===== src/rtl/rbm_pkg.sv =====
// rbm_pkg: constants shared by the receive buffer manager files.
// assumes one 25 MHz clock; register offsets are local to the block.
package rbm_pkg;
  // register map, byte addresses on the 8-bit register port
  localparam logic [7:0] ADDR_FLAG  = 8'h00; // interrupt_flag_register
  localparam logic [7:0] ADDR_ENA   = 8'h01; // interrupt_enable_register
  localparam logic [7:0] ADDR_ERR   = 8'h02; // receive overflow flags
  localparam logic [7:0] ADDR_PIN   = 8'h03; // full_pin_control
  localparam logic [7:0] ADDR_CTRL0 = 8'h10; // rx_buffer_high_control
  localparam logic [7:0] ADDR_BUF0  = 8'h11; // first byte of high buffer
  localparam logic [7:0] ADDR_CTRL1 = 8'h20; // low buffer control
  localparam logic [7:0] ADDR_BUF1  = 8'h21; // first byte of low buffer
  // frame image: 4 id bytes, length byte, 8 data bytes
  localparam int          ASM_BYTES  = 13;
  // filter mode field encodings
  localparam logic [1:0] MODE_FILT  = 2'h0;
  localparam logic [1:0] MODE_STD   = 2'h1;
  localparam logic [1:0] MODE_EXT   = 2'h2;
  localparam logic [1:0] MODE_ANY   = 2'h3;
  // control register bit positions
  localparam int          CTL_MODE_LO = 5;
  localparam int          CTL_RTR     = 3;
  localparam int          CTL_ROLL    = 2;
  localparam int          CTL_ROLL_CP = 1;
  // full_pin_control bit positions (pin 0; pin 1 is one above)
  localparam int          PIN_EN      = 0;
  localparam int          PIN_MODE    = 2;
  localparam int          PIN_LEVEL   = 4;
  // values after reset
  localparam logic [7:0] RST_REG    = 8'h00;
  localparam logic        RST_PIN_N  = 1'b1;
  // filter numbering: buffer 0 owns filters 0..1, buffer 1 owns 2..5
  localparam logic [2:0] LOW_FILT_BASE = 3'h2;
  typedef enum logic {RBM_IDLE, RBM_BUSY} rbm_asm_t;
endpackage : rbm_pkg


===== src/rtl/rbm_accept.sv =====
// rbm_accept: acceptance decision for one receive buffer.
// assumes identifier matching under the mask is done outside and given
// as one match bit per filter, valid in the cycle a frame ends.
`timescale 1ns/1ns
module rbm_accept
  import rbm_pkg::*;
#(
  parameter int NF = 2,
  parameter int IW = 1
) (
  input  wire logic [1:0]    mode,
  input  wire logic [NF-1:0] match,
  input  wire logic [NF-1:0] fext,
  input  wire logic          frame_ext,
  input  wire logic          frame_err,
  output      logic          accept,
  output      logic [IW-1:0] hit_idx
);
  logic [NF-1:0] ok;

  // a filter counts only if its type select agrees with the frame and mode
  always_comb begin
    for (int i = 0; i < NF; i++) begin
      ok[i] = match[i] && (fext[i] == frame_ext)
              && !(mode == MODE_STD && fext[i])
              && !(mode == MODE_EXT && !fext[i]);
    end
  end

  // lowest matching filter wins; in the any mode the filters only report
  always_comb begin
    hit_idx = '0;
    for (int i = NF - 1; i >= 0; i--) begin
      if (ok[i]) begin
        hit_idx = IW'(i);
      end
    end
    if (mode == MODE_ANY) begin
      accept = 1'b1;
    end else begin
      accept = !frame_err && (|ok);
    end
  end
endmodule : rbm_accept


===== src/rtl/rbm_rx_manager.sv =====
// rbm_rx_manager: receive buffering behind a CAN protocol engine.
// assumes the engine delivers frame bytes in order, then one end or error
// pulse with type, remote flag and per-filter match bits; the register
// port is driven by a command decoder that supplies a bit-modify mask.
`timescale 1ns/1ns
module rbm_rx_manager
  import rbm_pkg::*;
(
  input  wire logic       clk_sys,
  input  wire logic       rst_b,
  // protocol engine side
  input  wire logic       fe_sof,
  input  wire logic       fe_byte_valid,
  input  wire logic [7:0] fe_byte,
  input  wire logic       fe_eof,
  input  wire logic       fe_err,
  input  wire logic       fe_ext,
  input  wire logic       fe_rtr,
  input  wire logic [5:0] filt_match,
  input  wire logic [5:0] filt_ext,
  // register port
  input  wire logic       reg_wr,
  input  wire logic       reg_rd,
  input  wire logic [7:0] reg_addr,
  input  wire logic [7:0] reg_wdata,
  input  wire logic [7:0] reg_wmask,
  output      logic [7:0] reg_rdata_ff,
  // pins
  output      logic       irq_n_ff,
  output      logic       buffer_full_pin0_n_ff,
  output      logic       buffer_full_pin1_n_ff
);
  rbm_asm_t   asm_state_ff;
  logic [3:0] asm_ptr_ff;
  logic [7:0] asm_mem_ff [0:ASM_BYTES-1];
  logic [7:0] buf_ff [0:1][0:ASM_BYTES-1];
  logic [1:0] receive_full_flag_ff;
  logic [1:0] receive_irq_enable_ff;
  logic [1:0] ovr_flag_ff;
  logic [5:0] full_pin_control_ff;
  logic [1:0] mode0_ff, mode1_ff;
  logic       rollover_enable_ff;
  logic       rtr0_ff, rtr1_ff;
  logic       filter_hit_bit_ff;
  logic [2:0] filhit1_ff;
  logic [0:0] idx0;
  logic [1:0] idx1;
  logic       acc0, acc1, commit, roll, want1;
  logic       load0, load1, ovr0, ovr1;
  logic [1:0] nxt_flag, nxt_ovr, nxt_ena;
  logic [5:0] nxt_pinctl;
  logic [7:0] ctrl0_val, ctrl1_val;
  logic [7:0] mod_pin, mod_ena, mod_c0, mod_c1;

  // masked write; a plain write comes with an all-ones mask
  function automatic logic [7:0] bit_modify(input logic [7:0] old_v,
                                            input logic [7:0] data,
                                            input logic [7:0] mask);
    return (old_v & ~mask) | (data & mask);
  endfunction : bit_modify

  // index into a buffer image, or ASM_BYTES when outside it
  function automatic logic [3:0] buf_index(input logic [7:0] addr,
                                           input logic [7:0] base);
    logic [7:0] d;
    d = addr - base;
    return (addr >= base && d < 8'(ASM_BYTES)) ? d[3:0] : 4'(ASM_BYTES);
  endfunction : buf_index

  // assembly stage: never stalled by the buffers, so no frame is missed
  always_ff @(posedge clk_sys or negedge rst_b) begin
    if (!rst_b) begin
      asm_state_ff <= RBM_IDLE;
      asm_ptr_ff   <= 4'h0;
    end else if (fe_sof) begin
      asm_state_ff <= RBM_BUSY;
      asm_ptr_ff   <= 4'h0;
    end else if (fe_eof || fe_err) begin
      asm_state_ff <= RBM_IDLE;
    end else if (fe_byte_valid && asm_ptr_ff < 4'(ASM_BYTES)) begin
      asm_ptr_ff   <= asm_ptr_ff + 4'h1;
    end
  end

  // frame bytes land at the running pointer; extra bytes are dropped
  always_ff @(posedge clk_sys) begin
    if (asm_state_ff == RBM_BUSY && !fe_sof && fe_byte_valid
        && asm_ptr_ff < 4'(ASM_BYTES)) begin
      asm_mem_ff[asm_ptr_ff] <= fe_byte;
    end
  end

  // acceptance per buffer; filters 0..1 serve buffer 0, 2..5 buffer 1
  rbm_accept #(.NF(2), .IW(1)) u_acc_high (
    .mode      (mode0_ff),
    .match     (filt_match[1:0]),
    .fext      (filt_ext[1:0]),
    .frame_ext (fe_ext),
    .frame_err (fe_err),
    .accept    (acc0),
    .hit_idx   (idx0)
  );
  rbm_accept #(.NF(4), .IW(2)) u_acc_low (
    .mode      (mode1_ff),
    .match     (filt_match[5:2]),
    .fext      (filt_ext[5:2]),
    .frame_ext (fe_ext),
    .frame_err (fe_err),
    .accept    (acc1),
    .hit_idx   (idx1)
  );

  // routing: a frame ends, picks a buffer, is loaded or counted as lost
  always_comb begin
    commit = asm_state_ff == RBM_BUSY && !fe_sof && (fe_eof || fe_err);
    roll   = commit && acc0 && receive_full_flag_ff[0]
             && rollover_enable_ff;
    want1  = roll || (commit && !acc0 && acc1);
    load0  = commit && acc0 && !receive_full_flag_ff[0];
    load1  = want1 && !receive_full_flag_ff[1];
    ovr0   = commit && acc0 && receive_full_flag_ff[0]
             && !rollover_enable_ff;
    ovr1   = want1 && receive_full_flag_ff[1];
  end

  // whole image copied, whatever the identifier type or length
  always_ff @(posedge clk_sys) begin
    for (int i = 0; i < ASM_BYTES; i++) begin
      if (load0) begin
        buf_ff[0][i] <= asm_mem_ff[i];
      end
      if (load1) begin
        buf_ff[1][i] <= asm_mem_ff[i];
      end
    end
  end

  // flags: a load in the clearing cycle wins, so no frame goes unseen;
  // the host can only clear flag bits, never set them
  always_comb begin
    nxt_flag = receive_full_flag_ff;
    nxt_ovr  = ovr_flag_ff;
    if (reg_wr && reg_addr == ADDR_FLAG) begin
      nxt_flag = receive_full_flag_ff & ~(reg_wmask[1:0] & ~reg_wdata[1:0]);
    end
    if (reg_wr && reg_addr == ADDR_ERR) begin
      nxt_ovr = ovr_flag_ff & ~(reg_wmask[1:0] & ~reg_wdata[1:0]);
    end
    nxt_flag = nxt_flag | {load1, load0};
    nxt_ovr  = nxt_ovr | {ovr1, ovr0};
  end

  always_ff @(posedge clk_sys or negedge rst_b) begin
    if (!rst_b) begin
      receive_full_flag_ff <= 2'h0;
      ovr_flag_ff          <= 2'h0;
    end else begin
      receive_full_flag_ff <= nxt_flag;
      ovr_flag_ff          <= nxt_ovr;
    end
  end

  // enables and pin control; level bits take the bit-modify mask so one
  // pin can change without touching the other
  assign mod_pin = bit_modify(8'(full_pin_control_ff), reg_wdata, reg_wmask);
  assign mod_ena = bit_modify(8'(receive_irq_enable_ff), reg_wdata, reg_wmask);
  assign mod_c0  = bit_modify(ctrl0_val, reg_wdata, reg_wmask);
  assign mod_c1  = bit_modify(ctrl1_val, reg_wdata, reg_wmask);
  always_comb begin
    nxt_pinctl = full_pin_control_ff;
    nxt_ena    = receive_irq_enable_ff;
    if (reg_wr && reg_addr == ADDR_PIN) begin
      nxt_pinctl = mod_pin[5:0];
    end
    if (reg_wr && reg_addr == ADDR_ENA) begin
      nxt_ena = mod_ena[1:0];
    end
  end

  always_ff @(posedge clk_sys or negedge rst_b) begin
    if (!rst_b) begin
      receive_irq_enable_ff <= 2'h0;
      full_pin_control_ff   <= 6'h00;
    end else begin
      full_pin_control_ff   <= nxt_pinctl;
      receive_irq_enable_ff <= nxt_ena;
    end
  end

  // control registers: mode and rollover written by host, rest by frames
  always_ff @(posedge clk_sys or negedge rst_b) begin
    if (!rst_b) begin
      mode0_ff           <= MODE_FILT;
      mode1_ff           <= MODE_FILT;
      rollover_enable_ff <= 1'b0;
    end else begin
      if (reg_wr && reg_addr == ADDR_CTRL0) begin
        mode0_ff           <= mod_c0[CTL_MODE_LO +: 2];
        rollover_enable_ff <= mod_c0[CTL_ROLL];
      end
      if (reg_wr && reg_addr == ADDR_CTRL1) begin
        mode1_ff <= mod_c1[CTL_MODE_LO +: 2];
      end
    end
  end

  // status per load: which filter let the frame in, and remote request
  always_ff @(posedge clk_sys or negedge rst_b) begin
    if (!rst_b) begin
      rtr0_ff           <= 1'b0;
      rtr1_ff           <= 1'b0;
      filter_hit_bit_ff <= 1'b0;
      filhit1_ff        <= 3'h0;
    end else begin
      if (load0) begin
        rtr0_ff           <= fe_rtr;
        filter_hit_bit_ff <= idx0[0];
      end
      if (load1) begin
        rtr1_ff    <= fe_rtr;
        // a rolled frame keeps the number of the high-buffer filter
        filhit1_ff <= roll ? {2'h0, idx0}
                           : LOW_FILT_BASE + {1'b0, idx1};
      end
    end
  end

  // control images; unimplemented bits 7 and 4 read zero
  always_comb begin
    ctrl0_val = {1'b0, mode0_ff, 1'b0, rtr0_ff, rollover_enable_ff,
                 rollover_enable_ff, filter_hit_bit_ff};
    ctrl1_val = {1'b0, mode1_ff, 1'b0, rtr1_ff, filhit1_ff};
  end

  // read data registered one cycle after the strobe
  always_ff @(posedge clk_sys or negedge rst_b) begin
    if (!rst_b) begin
      reg_rdata_ff <= RST_REG;
    end else if (reg_rd) begin
      if (buf_index(reg_addr, ADDR_BUF0) != 4'(ASM_BYTES)) begin
        reg_rdata_ff <= buf_ff[0][buf_index(reg_addr, ADDR_BUF0)];
      end else if (buf_index(reg_addr, ADDR_BUF1) != 4'(ASM_BYTES)) begin
        reg_rdata_ff <= buf_ff[1][buf_index(reg_addr, ADDR_BUF1)];
      end else begin
        unique case (reg_addr)
          ADDR_FLAG:  reg_rdata_ff <= {6'h00, receive_full_flag_ff};
          ADDR_ENA:   reg_rdata_ff <= {6'h00, receive_irq_enable_ff};
          ADDR_ERR:   reg_rdata_ff <= {6'h00, ovr_flag_ff};
          ADDR_PIN:   reg_rdata_ff <= {2'h0, full_pin_control_ff};
          ADDR_CTRL0: reg_rdata_ff <= ctrl0_val;
          ADDR_CTRL1: reg_rdata_ff <= ctrl1_val;
          default:    reg_rdata_ff <= RST_REG;
        endcase
      end
    end
  end

  // pins from next-state values so they move on the same edge as flags;
  // a disabled pin idles high
  always_ff @(posedge clk_sys or negedge rst_b) begin
    if (!rst_b) begin
      irq_n_ff              <= RST_PIN_N;
      buffer_full_pin0_n_ff <= RST_PIN_N;
      buffer_full_pin1_n_ff <= RST_PIN_N;
    end else begin
      irq_n_ff <= !(|(nxt_flag & nxt_ena));
      buffer_full_pin0_n_ff <= !nxt_pinctl[PIN_EN] ? 1'b1
                    : nxt_pinctl[PIN_MODE] ? !nxt_flag[0]
                    : nxt_pinctl[PIN_LEVEL];
      buffer_full_pin1_n_ff <= !nxt_pinctl[PIN_EN+1] ? 1'b1
                    : nxt_pinctl[PIN_MODE+1] ? !nxt_flag[1]
                    : nxt_pinctl[PIN_LEVEL+1];
    end
  end
endmodule : rbm_rx_manager


===== config.mk =====
export PLATFORM = sky130hd
export DESIGN_NAME = rbm_rx_manager
export DESIGN_NICKNAME = d
export VERILOG_FILES = /design/src/rtl/rbm_pkg.sv /design/src/rtl/rbm_accept.sv /design/src/rtl/rbm_rx_manager.sv
export SDC_FILE = /design/constraint.sdc
export NUM_CORES = 1
export LEC_CHECK = 0
export BUFFER_PORTS_ARGS = -buffer_cell sky130_fd_sc_hd__buf_2
export CAP_MARGIN = 20
export CORE_AREA = 2 2 192 194
export CTS_BUF_LIST = sky130_fd_sc_hd__clkbuf_4 sky130_fd_sc_hd__clkbuf_8
export DETAILED_ROUTE_END_ITERATION = 8
export DIE_AREA = 0 0 194 196
export GPL_TIMING_DRIVEN = 0
export HOLD_SLACK_MARGIN = 0.1
export PLACE_DENSITY_LB_ADDON = 0.25
export SLEW_MARGIN = 20
export SYNTH_ARGS = -nofsm -noshare
export SYNTH_HDL_FRONTEND = slang
export SYNTH_HIERARCHICAL = 1
export SYNTH_SLANG_ARGS = --single-unit

===== constraint.sdc =====
create_clock -name clk_sys -period 18.99 [get_ports clk_sys]
set_input_delay 1.899 -clock clk_sys [delete_from_list [all_inputs] [get_ports clk_sys]]
set_output_delay 1.899 -clock clk_sys [all_outputs]
set_load 0.05 [all_outputs]

# Yosys cells after proc, flatten, opt, wreduce, memory -nomap -nowiden
# Memory sizes are Yosys's and may differ from the RTL's.
# Index checks and enable logic that the tools add are counted.
[word_totals]
n_memories = 2
input_bits = 54
regBits = 39
ram_bits = 312
output_inout_bits = 11
[classes]
n_reduce_logical = 91
eq_ne = 20
bitwise_logic = 20
n_lt_le_gt_ge = 7
mux = 42
addsub = 4
[mem_list]
columns = ["memory", "words", "word_bits", "rd", "rd_ports_with_merged_regs", "write_ports", "line", "rtl"]
rows = [
  ["buf_ff", 2, 104, 2, 0, 1, "rbm_rx_manager.sv:36", "logic [7:0] buf_ff [0:1][0:ASM_BYTES-1];"],
  ["asm_mem_ff", 13, 8, 13, 0, 1, "rbm_rx_manager.sv:35", "logic [7:0] asm_mem_ff [0:ASM_BYTES-1];"],
]
[ops]
columns = ["op", "n"]
rows = [
  ["$mux 104", 1],
  ["$reduce_or 104->1", 1],
  ["$bmux 8 s4", 2],
  ["$logic_and 1x1->1", 54],
  ["$mux 8", 6],
  ["$pmux 7 s6", 1],
  ["$logic_not 1->1", 27],
  ["$and 7x7->7", 3],
  ["$mux 4", 5],
  ["$mux 1", 18],
  ["$eq 8x2->1 const B", 2],
  ["$lt 8x4->1 const B", 2],
  ["$mux 2", 7],
  ["$or 7x7->7", 2],
  ["$and 2x2->2", 5],
  ["$ge 5x5->1 const B", 2],
  ["$not 4->5", 2],
  ["$eq 2x2->1 const B", 4],
  ["$eq 8x1->1 const B", 1],
  ["$eq 8x5->1 const B", 1],
  ["$eq 8x6->1 const B", 1],
  ["$ge 8x5->1 const B", 1],
  ["$ge 8x6->1 const B", 1],
  ["$logic_not 8->1", 1],
  ["21 further kinds", 34],
]

# Logic depth before layout (Yosys ltp)
# Gate-level depths: netlist of the first run.
[logic_depth]
ltp_word = 17
ltp_mapped = 15

# Modules after synthesis
# Netlist of the first run, hierarchy kept.
[by_module_without_submodules]
columns = ["mod", "instances", "seq_area_each_um2", "cells_each", "area_each_um2"]
rows = [
  ["rbm_rx_manager", 1, 10348.7, 863, 13999.7],
  ["rbm_accept at u_acc_low", 1, 0.0, 24, 147.6],
  ["rbm_accept at u_acc_high", 1, 0.0, 16, 112.6],
]

# Least setup slack after synthesis of the first run
# No wires, ideal clock.
[synth_timing]
path_type = "input port to flip-flop"
startpoint = "input fe_ext"
endpoint = "register rtr1_ff"
setup_time_ns = 0.095
required_time_ns = 18.895
arrival_ns = 9.561
slack_ns = 9.334
stages = 9
cell_sequence = "or2_1 -> o22ai_2 -> a22oi_2 -> a31oi_1 -> a21o_1 -> nor2b_1 -> a31oi_1 -> nor4_2 -> mux2_2"
[synth_via]
elab_cells_between_ends = 38
cone_classes = "eq/ne: 6; mux: 2; reduce/logical: 30"
[synth_rtl]
columns = ["item", "line", "rtl"]
rows = [
  ["from (decl)", "rbm_rx_manager.sv:17", "input wire logic fe_ext,"],
  ["$eq 1x1->1", "rbm_accept.sv:24", "ok[i] = match[i] && (fext[i] == frame_ext)"],
  ["$logic_and 1x1->1", "rbm_accept.sv:24", ""],
  ["$logic_and 1x1->1", "rbm_accept.sv:25", "&& !(mode == MODE_STD && fext[i])"],
  ["$logic_and 1x1->1", "rbm_accept.sv:26", "&& !(mode == MODE_EXT && !fext[i]);"],
  ["$reduce_or 4->1 (*)", "rbm_accept.sv:41", "accept = !frame_err && (|ok);"],
  ["$logic_and 1x1->1 (*)", "rbm_accept.sv:41", ""],
  ["$mux 1 (*)", "rbm_accept.sv:38", "if (mode == MODE_ANY) begin"],
  ["via acc1", "rbm_rx_manager.sv:48", "logic acc0, acc1, commit, roll, want1;"],
  ["$logic_and 1x1->1 (*)", "rbm_rx_manager.sv:118", "want1 = roll || (commit && !acc0 && acc1);"],
  ["$logic_or 1x1->1 (*)", "rbm_rx_manager.sv:118", ""],
  ["$logic_and 1x1->1 (*)", "rbm_rx_manager.sv:120", "load1 = want1 && !receive_full_flag_ff[1];"],
  ["via load1", "rbm_rx_manager.sv:49", "logic load0, load1, ovr0, ovr1;"],
  ["to (signal assigned)", "rbm_rx_manager.sv:220", "rtr1_ff <= fe_rtr;"],
  ["to (decl)", "rbm_rx_manager.sv:43", "logic rtr0_ff, rtr1_ff;"],
]
# Mark *: on every way through the listed nets, which the timed path passes. The rest lies on a longest branch.
# A chain may end at the register's enable or synchronous reset.

# Final worst setup path of the first run
[layout_timing]
startpoint = "input reg_addr[0]"
endpoint = "register reg_rdata_ff[6]"
[layout_via]
elab_chain_cells = 10
elab_cells_between_ends = 29
cone_classes = "add/sub: 2; order compare: 4; eq/ne: 7; mux: 11; bitwise: 2; reduce/logical: 3"
[layout_rtl]
columns = ["item", "line", "rtl"]
rows = [
  ["from (decl)", "rbm_rx_manager.sv:24", "input wire logic [7:0] reg_addr,"],
  ["$sub 8x6->8", "rbm_rx_manager.sv:66", "d = addr - base;"],
  ["$lt 8x4->1", "rbm_rx_manager.sv:67", "return (addr >= base && d < 8'(ASM_BYTES)) ? d[3:0] : 4'(ASM_BYTES);"],
  ["$logic_and 1x1->1", "rbm_rx_manager.sv:67", ""],
  ["$mux 4", "rbm_rx_manager.sv:67", ""],
  ["$not 4->5 (implied by the code)", "rbm_rx_manager.sv:243", "reg_rdata_ff <= buf_ff[1][buf_index(reg_addr, ADDR_BUF1)];"],
  ["$bmux 8 s4", "rbm_rx_manager.sv:243", ""],
  ["$mux 8 (implied by the code) (2 in a row)", "rbm_rx_manager.sv:243", ""],
  ["$mux 8", "rbm_rx_manager.sv:242", "end else if (buf_index(reg_addr, ADDR_BUF1) != 4'(ASM_BYTES)) begin"],
  ["$mux 8 (*)", "rbm_rx_manager.sv:240", "if (buf_index(reg_addr, ADDR_BUF0) != 4'(ASM_BYTES)) begin"],
  ["to (signal assigned)", "rbm_rx_manager.sv:241", "reg_rdata_ff <= buf_ff[0][buf_index(reg_addr, ADDR_BUF0)];"],
  ["to (signal assigned)", "rbm_rx_manager.sv:243", ""],
  ["to (signal assigned)", "rbm_rx_manager.sv:246", "ADDR_FLAG: reg_rdata_ff <= {6'h00, receive_full_flag_ff};"],
  ["to (decl)", "rbm_rx_manager.sv:27", "output logic [7:0] reg_rdata_ff,"],
]
# Every way passes the cells marked *; elsewhere a longest branch is shown, timed or not. The select of a mux whose other input is x is not followed.

==> metrics.md, run 1 <==
| Metric | Value |
|---|---|
| Reg clk slew, reported paths | `0.07 ns` |
| Area Growth Syn to Fin | `16.0%` |
| Clock Tree Buf Depth | `3` |
| Synth Register Bits | `351` |
| Diode count | `0` |
| Vias per Instance | `5.65` |
| Adder-Cell Fraction of Synth Area | `0.877%` |
| Setup TNS Final | `0 ns` |
| Setup violators final | `0` |
| Max-slew violations | `0` |
| RSZ-0062 raised after global routing | `false` |
| Hold Crit Class | `reg2reg` |
| CP Data Arrival Time | `7.16 ns` |
| Cell Rows | `70` |
| Synth Area in Compound Gates | `9.98%` |
| Kind of critical path | `in2reg` |
| IO buf count | `59` |
| Fmax | `150 MHz` |
| Post-synth EDFFs | `312` |
| Most frequent cells after synthesis | `312 x edfxtp_1, 58 x nand2_1, 54 x nor2_1` |
| Clock Sinks | `351` |
| Final WL | `39,400 µm` |
| Min cycle time layout | `6.67 ns` |
| Detail Placement HPWL | `26,900 µm` |
| CTS tree | `done` |
| Main combinational cell family by area after synthesis | `compound AO/OA/AOI/OAI gates` |
| Worst Skew | `0.0243 ns` |
| Part of the cycle the worst path needs | `35.1%` |
| Postcts setup bufs | `0` |
| Post-DP Area | `15,500 µm²` |
| Slew headroom | `21.1%` |
| Hold Slack | `0.427 ns` |
| Sequential area share after synthesis | `72.6%` |
| Tot GR Track Use | `20.8%` |
| Status | `finished clean` |
| Critical Path Source Type | `input port` |
| Number of buffers created by CTS | `55` |
| Synth top area cells | `edfxtp_1 66%, dfrtp_1 6.3%, mux2i_1 2.4%` |
| Synth Warn # | `6` |
| Routability cong. | `0.868` |
| # nets final | `1,104` |
| Peak VDD IR | `0.0581 mV` |
| First DRT Iteration DRCs | `989` |
| Core area | `36,100 µm²` |
| Vias in the first global route | `8,928` |
| Seq. cell area | `10,300 µm²` |
| First-pass GRT wire length | `58,100 µm` |
| Final Cell Area | `16,500 µm²` |
| Synthesized area | `14,300 µm²` |
| Cell type with the largest total area after synthesis | `edfxtp_1` |
| DIE WIDTH | `194 µm` |
| Worst-Margin Slew | `1.17 ns` |
| Post-synth cell types | `94` |
| Max-cap viol count | `0` |
| Synth Area in XOR/XNOR | `0.553%` |
| Ys flop type | `edfxtp_1` |
| WL/cell | `25.5 µm` |
| CTS Hold Bufs | `0` |
| Pin count of the biggest net entering global routing | `40` |
| Antenna Nets Post-Route | `0` |
| FF-to-FF path depth | `13` |
| Count leader, synth | `edfxtp_1` |
| Total power draw | `1.63 mW` |
| Syn_nets | `967` |
| Fillers | `3,195` |
| PwrDens | `98.4 nW/µm²` |
| Post-synthesis mux area share | `6.02%` |
| GRT Residual Overflow | `0` |
| # H-tree levels | `2` |
| DRC viols | `0` |
| Initial Util | `39.5%` |
| Post-synth top area share | `65.7%` |
| Share of cells above drive strength 1 | `25.0%` |
| DIE HEIGHT | `196 µm` |
| Antenna violations before repair | `0` |
| Multi-input combinational cell area | `3670 µm²` |
| Post-Syn Area per Cell | `15.8 µm²` |
| Clock root buffer | `clkbuf_8` |
| Worst hold path cell count | `0` |
| DRT Pass-1 Iters | `6` |
| Die ar. | `38,000 µm²` |
| Simple-Gate Fraction of Synth Area | `7.90%` |
| Async SR Flop Fraction | `11.1%` |
| Critical Path End Type | `flip-flop` |
| Worst-Skew Late Latency | `0.61 ns` |
| Vias after detailed routing | `8,738` |
| Leak | `5.68 nW` |
| Cells after Synth | `903` |
| I/O Pins | `65` |
| CP Max Fanout | `11` |
| Hold violation total from the final report | `0` |
| CP required | `19.48 ns` |
| CTS-repair resized insts | `0` |
## area by class of cell
type | count | area share [%]
Multi-Input combinational cell | 490 | 22.2
Tap cell | 468 | 3.54
Sequential cell | 351 | 62.6
Clock buffer | 70 | 5.26
Buffer | 46 | 1.45
Timing Repair Buffer | 80 | 3.47
Inverter | 16 | 0.363
Clock inverter | 26 | 1.17
## per-layer routing
metal / vias to the layer above / track usage [%] / routed length, µm
met5: - / 0 / 0
met4: 0 / 8.33 / 1410
met3: 90 / 4.88 / 3720
met2: 446 / 33.0 / 18400
met1: 4340 / 27.7 / 15900
li1: 3862 / - / -
## cell families after synthesis
group | after synthesis
AND/OR/NAND/NOR | 223
buffers and inverters | 62
AO/OA/AOI/OAI | 177
XOR/XNOR | 9
flip-flops | 351
multiplexers | 71
adder cells (fa/ha/maj) | 10
## critical path: stages
cell and delay (ns):
buf_2 0.16, buf_4 0.22, inv_1 0.09, clkbuf_1 0.47
clkbuf_1 0.78, ha_1 0.35, buf_2 0.38, buf_1 0.86
clkbuf_1 0.88, mux2i_1 0.41, nand2_1 0.09, a31o_2 0.28
a32o_1 0.26
## flip-flops by register name (all words and copies together), names as in the netlist, named ones only
| signal | flops |
|---|---|
| rtr1_ff | 1 |
| reg_rdata_ff | 8 |
| buffer_full_pin1_n_ff | 1 |
| asm_ptr_ff | 4 |
| asm_state_ff | 1 |
| receive_irq_enable_ff | 2 |
| buffer_full_pin0_n_ff | 1 |
| asm_mem_ff | 104 |
| buf_ff | 208 |
| filter_hit_bit_ff | 1 |
| rtr0_ff | 1 |
| ovr_flag_ff | 2 |
| full_pin_control_ff | 6 |
| filhit1_ff | 3 |
| receive_full_flag_ff | 2 |
| irq_n_ff | 1 |
## worst paths after layout
| kind | end | start | slack [ns] |
|---|---|---|---|
| setup reg to reg | buf_ff[0][195]$_DFFE_PP_ | flip-flop | 15.51 |
| hold reg to reg | buf_ff[0][122]$_DFFE_PP_ | asm_mem_ff[10][2]$_DFFE_PP_ | 0.43 |
| setup / recovery | reg_rdata_ff[6]$_DFFE_PN0P_ | reg_addr[0] | 12.32 |
| hold / removal | buf_ff[0][122]$_DFFE_PP_ | asm_mem_ff[10][2]$_DFFE_PP_ | 0.43 |
| min in group asynchronous | asynchronous set/reset pin | rst_b | 1.29 |
| max in group asynchronous | asm_ptr_ff[3]$_DFFE_PN0P_ | rst_b | 17.29 |
## placed cells by master (no fill, tap or decap), types with 16 or more instances in the layout
| cell | instances |
|---|---|
| nand2_1 | 58 |
| buf_2 | 73 |
| nor2_1 | 47 |
| a21oi_1 | 20 |
| clkbuf_8 | 55 |
| mux2i_1 | 34 |
| dfrtp_1 | 36 |
| edfxtp_1 | 312 |
| nor3_1 | 18 |
| clkinv_1 | 16 |
| clkbuf_1 | 16 |
| mux2_2 | 28 |
| nand3_1 | 21 |
| o21ai_0 | 18 |
## per-stage QoR
stage	std cells	setup slack, ns	utilization [%]
finish	1547	12.32	45.8
global route	1547	12.36	45.8
CTS	1547	12.48	45.8
detailed placement	1451	11.84	42.9
global placement	1430	5.16	42.0
floorplan	903	9.33	-
## power breakdown
part	total (mW)	switching (mW)	internal, mW
logic	0.130	0.0880	0.0421
registers	0.873	0.0143	0.858
clock network	0.625	0.286	0.340
(Power assumes the default switching activity.)
==> inputs of run 2 (changes only) <==
Clock period 18.99 ns to 6.26 ns, I/O delays scaled along.
==> run 2 against run 1 <==
Effect of this change: routed wire length fell by 0.54%; sequential cell count did not move; die area did not move; worst hold slack got worse by 0.16 ns; clock-buffer cell count shrank 2; critical path depth unchanged; largest cell class unchanged.
==> metrics.md, run 2 (same netlist as run 1, synthesis figures left out) <==
| Metric | Value |
|---|---|
| Critical Path End Type | `flip-flop` |
| # nets final | `1,104` |
| Tot GR Track Use | `20.7%` |
| Slew headroom | `23.7%` |
| Top reg by flops | `buf_ff` |
| Fmax | `188 MHz` |
| Total power draw | `4.96 mW` |
| Worst-Margin Slew | `1.14 ns` |
| CP Data Arrival Time | `5.80 ns` |
| Diode count | `0` |
| Number of buffers created by CTS | `54` |
| Max-slew violations | `0` |
| CTS-repair resized insts | `0` |
| Biggest regs | `buf_ff (208), asm_mem_ff (104), reg_rdata_ff (8)` |
| Critical Path Source Type | `input port` |
| Vias per Instance | `5.63` |
| Setup violators final | `0` |
| Postcts setup bufs | `0` |
| Worst hold path cell count | `2` |
| Hold Slack | `0.265 ns` |
| Clock Sinks | `351` |
| Detail Placement HPWL | `26,800 µm` |
| Part of the cycle the worst path needs | `84.9%` |
| Status | `finished clean` |
| CP Max Fanout | `11` |
| Min cycle time layout | `5.32 ns` |
| CTS Hold Bufs | `0` |
| Pin count of the biggest net entering global routing | `40` |
| Hold_sp | `fe_sof` |
| Hold Crit Class | `in2reg` |
| Share of cells above drive strength 1 | `25.1%` |
| FF-to-FF End | `buf_ff[0][175]$_DFFE_PP_` |
| Final WL | `39,200 µm` |
| First-pass GRT wire length | `58,100 µm` |
| DRT Pass-1 Iters | `6` |
| FF-to-FF path depth | `14` |
| RSZ-0062 raised after global routing | `false` |
| Core area | `36,100 µm²` |
| DIE WIDTH | `194 µm` |
| Clock Tree Buf Depth | `3` |
| Hold endpoint | `asm_ptr_ff[0]$_DFFE_PN0P_` |
| DRC viols | `0` |
| Most frequent cells in the layout | `312 x edfxtp_1, 73 x buf_2, 58 x nand2_1, 54 x clkbuf_8, 46 x nor2_1` |
| WL/cell | `25.2 µm` |
| Crit path cell chain | `buf_2, buf_4, inv_1, clkbuf_1, clkbuf_1, ha_1, buf_2, buf_1, clkbuf_1, mux2i_1, nand2_1, a31o_2, a32o_1` |
| Die ar. | `38,000 µm²` |
| Initial Util | `39.5%` |
| Kind of critical path | `in2reg` |
| Vias in the first global route | `8,904` |
| Slowest CP cell | `clkbuf_1` |
| Reg clk slew, reported paths | `0.06 ns` |
| Max-cap viol count | `0` |
| Largest stage delay, worst path | `0.85 ns` |
| First DRT Iteration DRCs | `970` |
| Cell Rows | `70` |
| CTS tree | `done` |
| Max FFs per register | `208` |
| # H-tree levels | `2` |
| GRT Residual Overflow | `0` |
| Antenna violations before repair | `1` |
| PwrDens | `299 nW/µm²` |
| Commonest non-fill, non-tap cell in the layout | `edfxtp_1` |
| DIE HEIGHT | `196 µm` |
| Antenna Nets Post-Route | `0` |
| Peak VDD IR | `0.177 mV` |
| Clock root buffer | `clkbuf_8` |
| IO buf count | `59` |
| Hold violation total from the final report | `0` |
| R2r setup slk | `3.04 ns` |
| I/O Pins | `65` |
| CP required | `6.74 ns` |
| Final Util | `46.0%` |
| CP startpoint | `reg_addr[0]` |
| Worst-Skew Late Latency | `0.60 ns` |
| Most common cell on crit path | `clkbuf_1` |
| Routability cong. | `0.862` |
| Vias after detailed routing | `8,744` |
| Worst Skew | `0.0233 ns` |
| Leak | `5.70 nW` |
| Area Growth Syn to Fin | `16.4%` |
run 2: final cells by class:
cell class              instances  area (µm²)
fillers                      3190       19500
flip-flops and latches        351       10300
multi-input cells             490        3680
clock buffers                  68         848
repair buffers                 81         588
well taps                     468         586
clock inverters                34         240
plain buffers                  46         240
inverters                      16        60.1
run 2: how the worst max path moves through the flow:
stage / endpoint / slack, ns / cells after the start
2_1_floorplan: rtr1_ff$_DFFE_PN0P_ / 0.66 / 9
4_1_cts: reg_rdata_ff[6]$_DFFE_PN0P_ / 1.06 / 13
3_3_place_gp: rtr1_ff$_DFFE_PN0P_ / -1.87 / 10
3_5_place_dp: reg_rdata_ff[6]$_DFFE_PN0P_ / 0.44 / 13
5_1_grt: reg_rdata_ff[6]$_DFFE_PN0P_ / 0.94 / 13
6_report: reg_rdata_ff[6]$_DFFE_PN0P_ / 0.94 / 13
run 2: layer usage:
metal  GRT usage [%]  part of all wire, %  vias to the layer above
li1                -                    -                     3866
met1            27.9                   42                     4358
met2            33.0                   47                      415
met3            3.68                  7.2                      103
met4            8.95                  4.0                        2
met5               0                0.033                        -
run 2: power by group:
group | internal, mW | switching [mW]
Sequential | 2.60 | 0.0435
Clock | 1.02 | 0.900
Combinational | 0.128 | 0.265
Total | 3.75 | 1.21
run 2: worst max-delay path: cells and delay by family:
family / cells / cell delay, ns
adder cells (fa/ha/maj): 1 / 0.40
AND/OR/NAND/NOR: 1 / 0.09
AO/OA/AOI/OAI: 2 / 0.53
buffers and inverters: 8 / 3.77
multiplexers: 1 / 0.36
run 2: metrics by stage:
step                worst slack [ns]  area (µm²)  TNS [ns]  instances
floorplan                      0.660       14300         0        903
global placement               -1.87       15200   -224.26       1430
detailed placement             0.439       15500         0       1451
CTS                             1.06       16600         0       1553
global route                   0.937       16600         0       1554
finish                         0.944       16600         0       1554
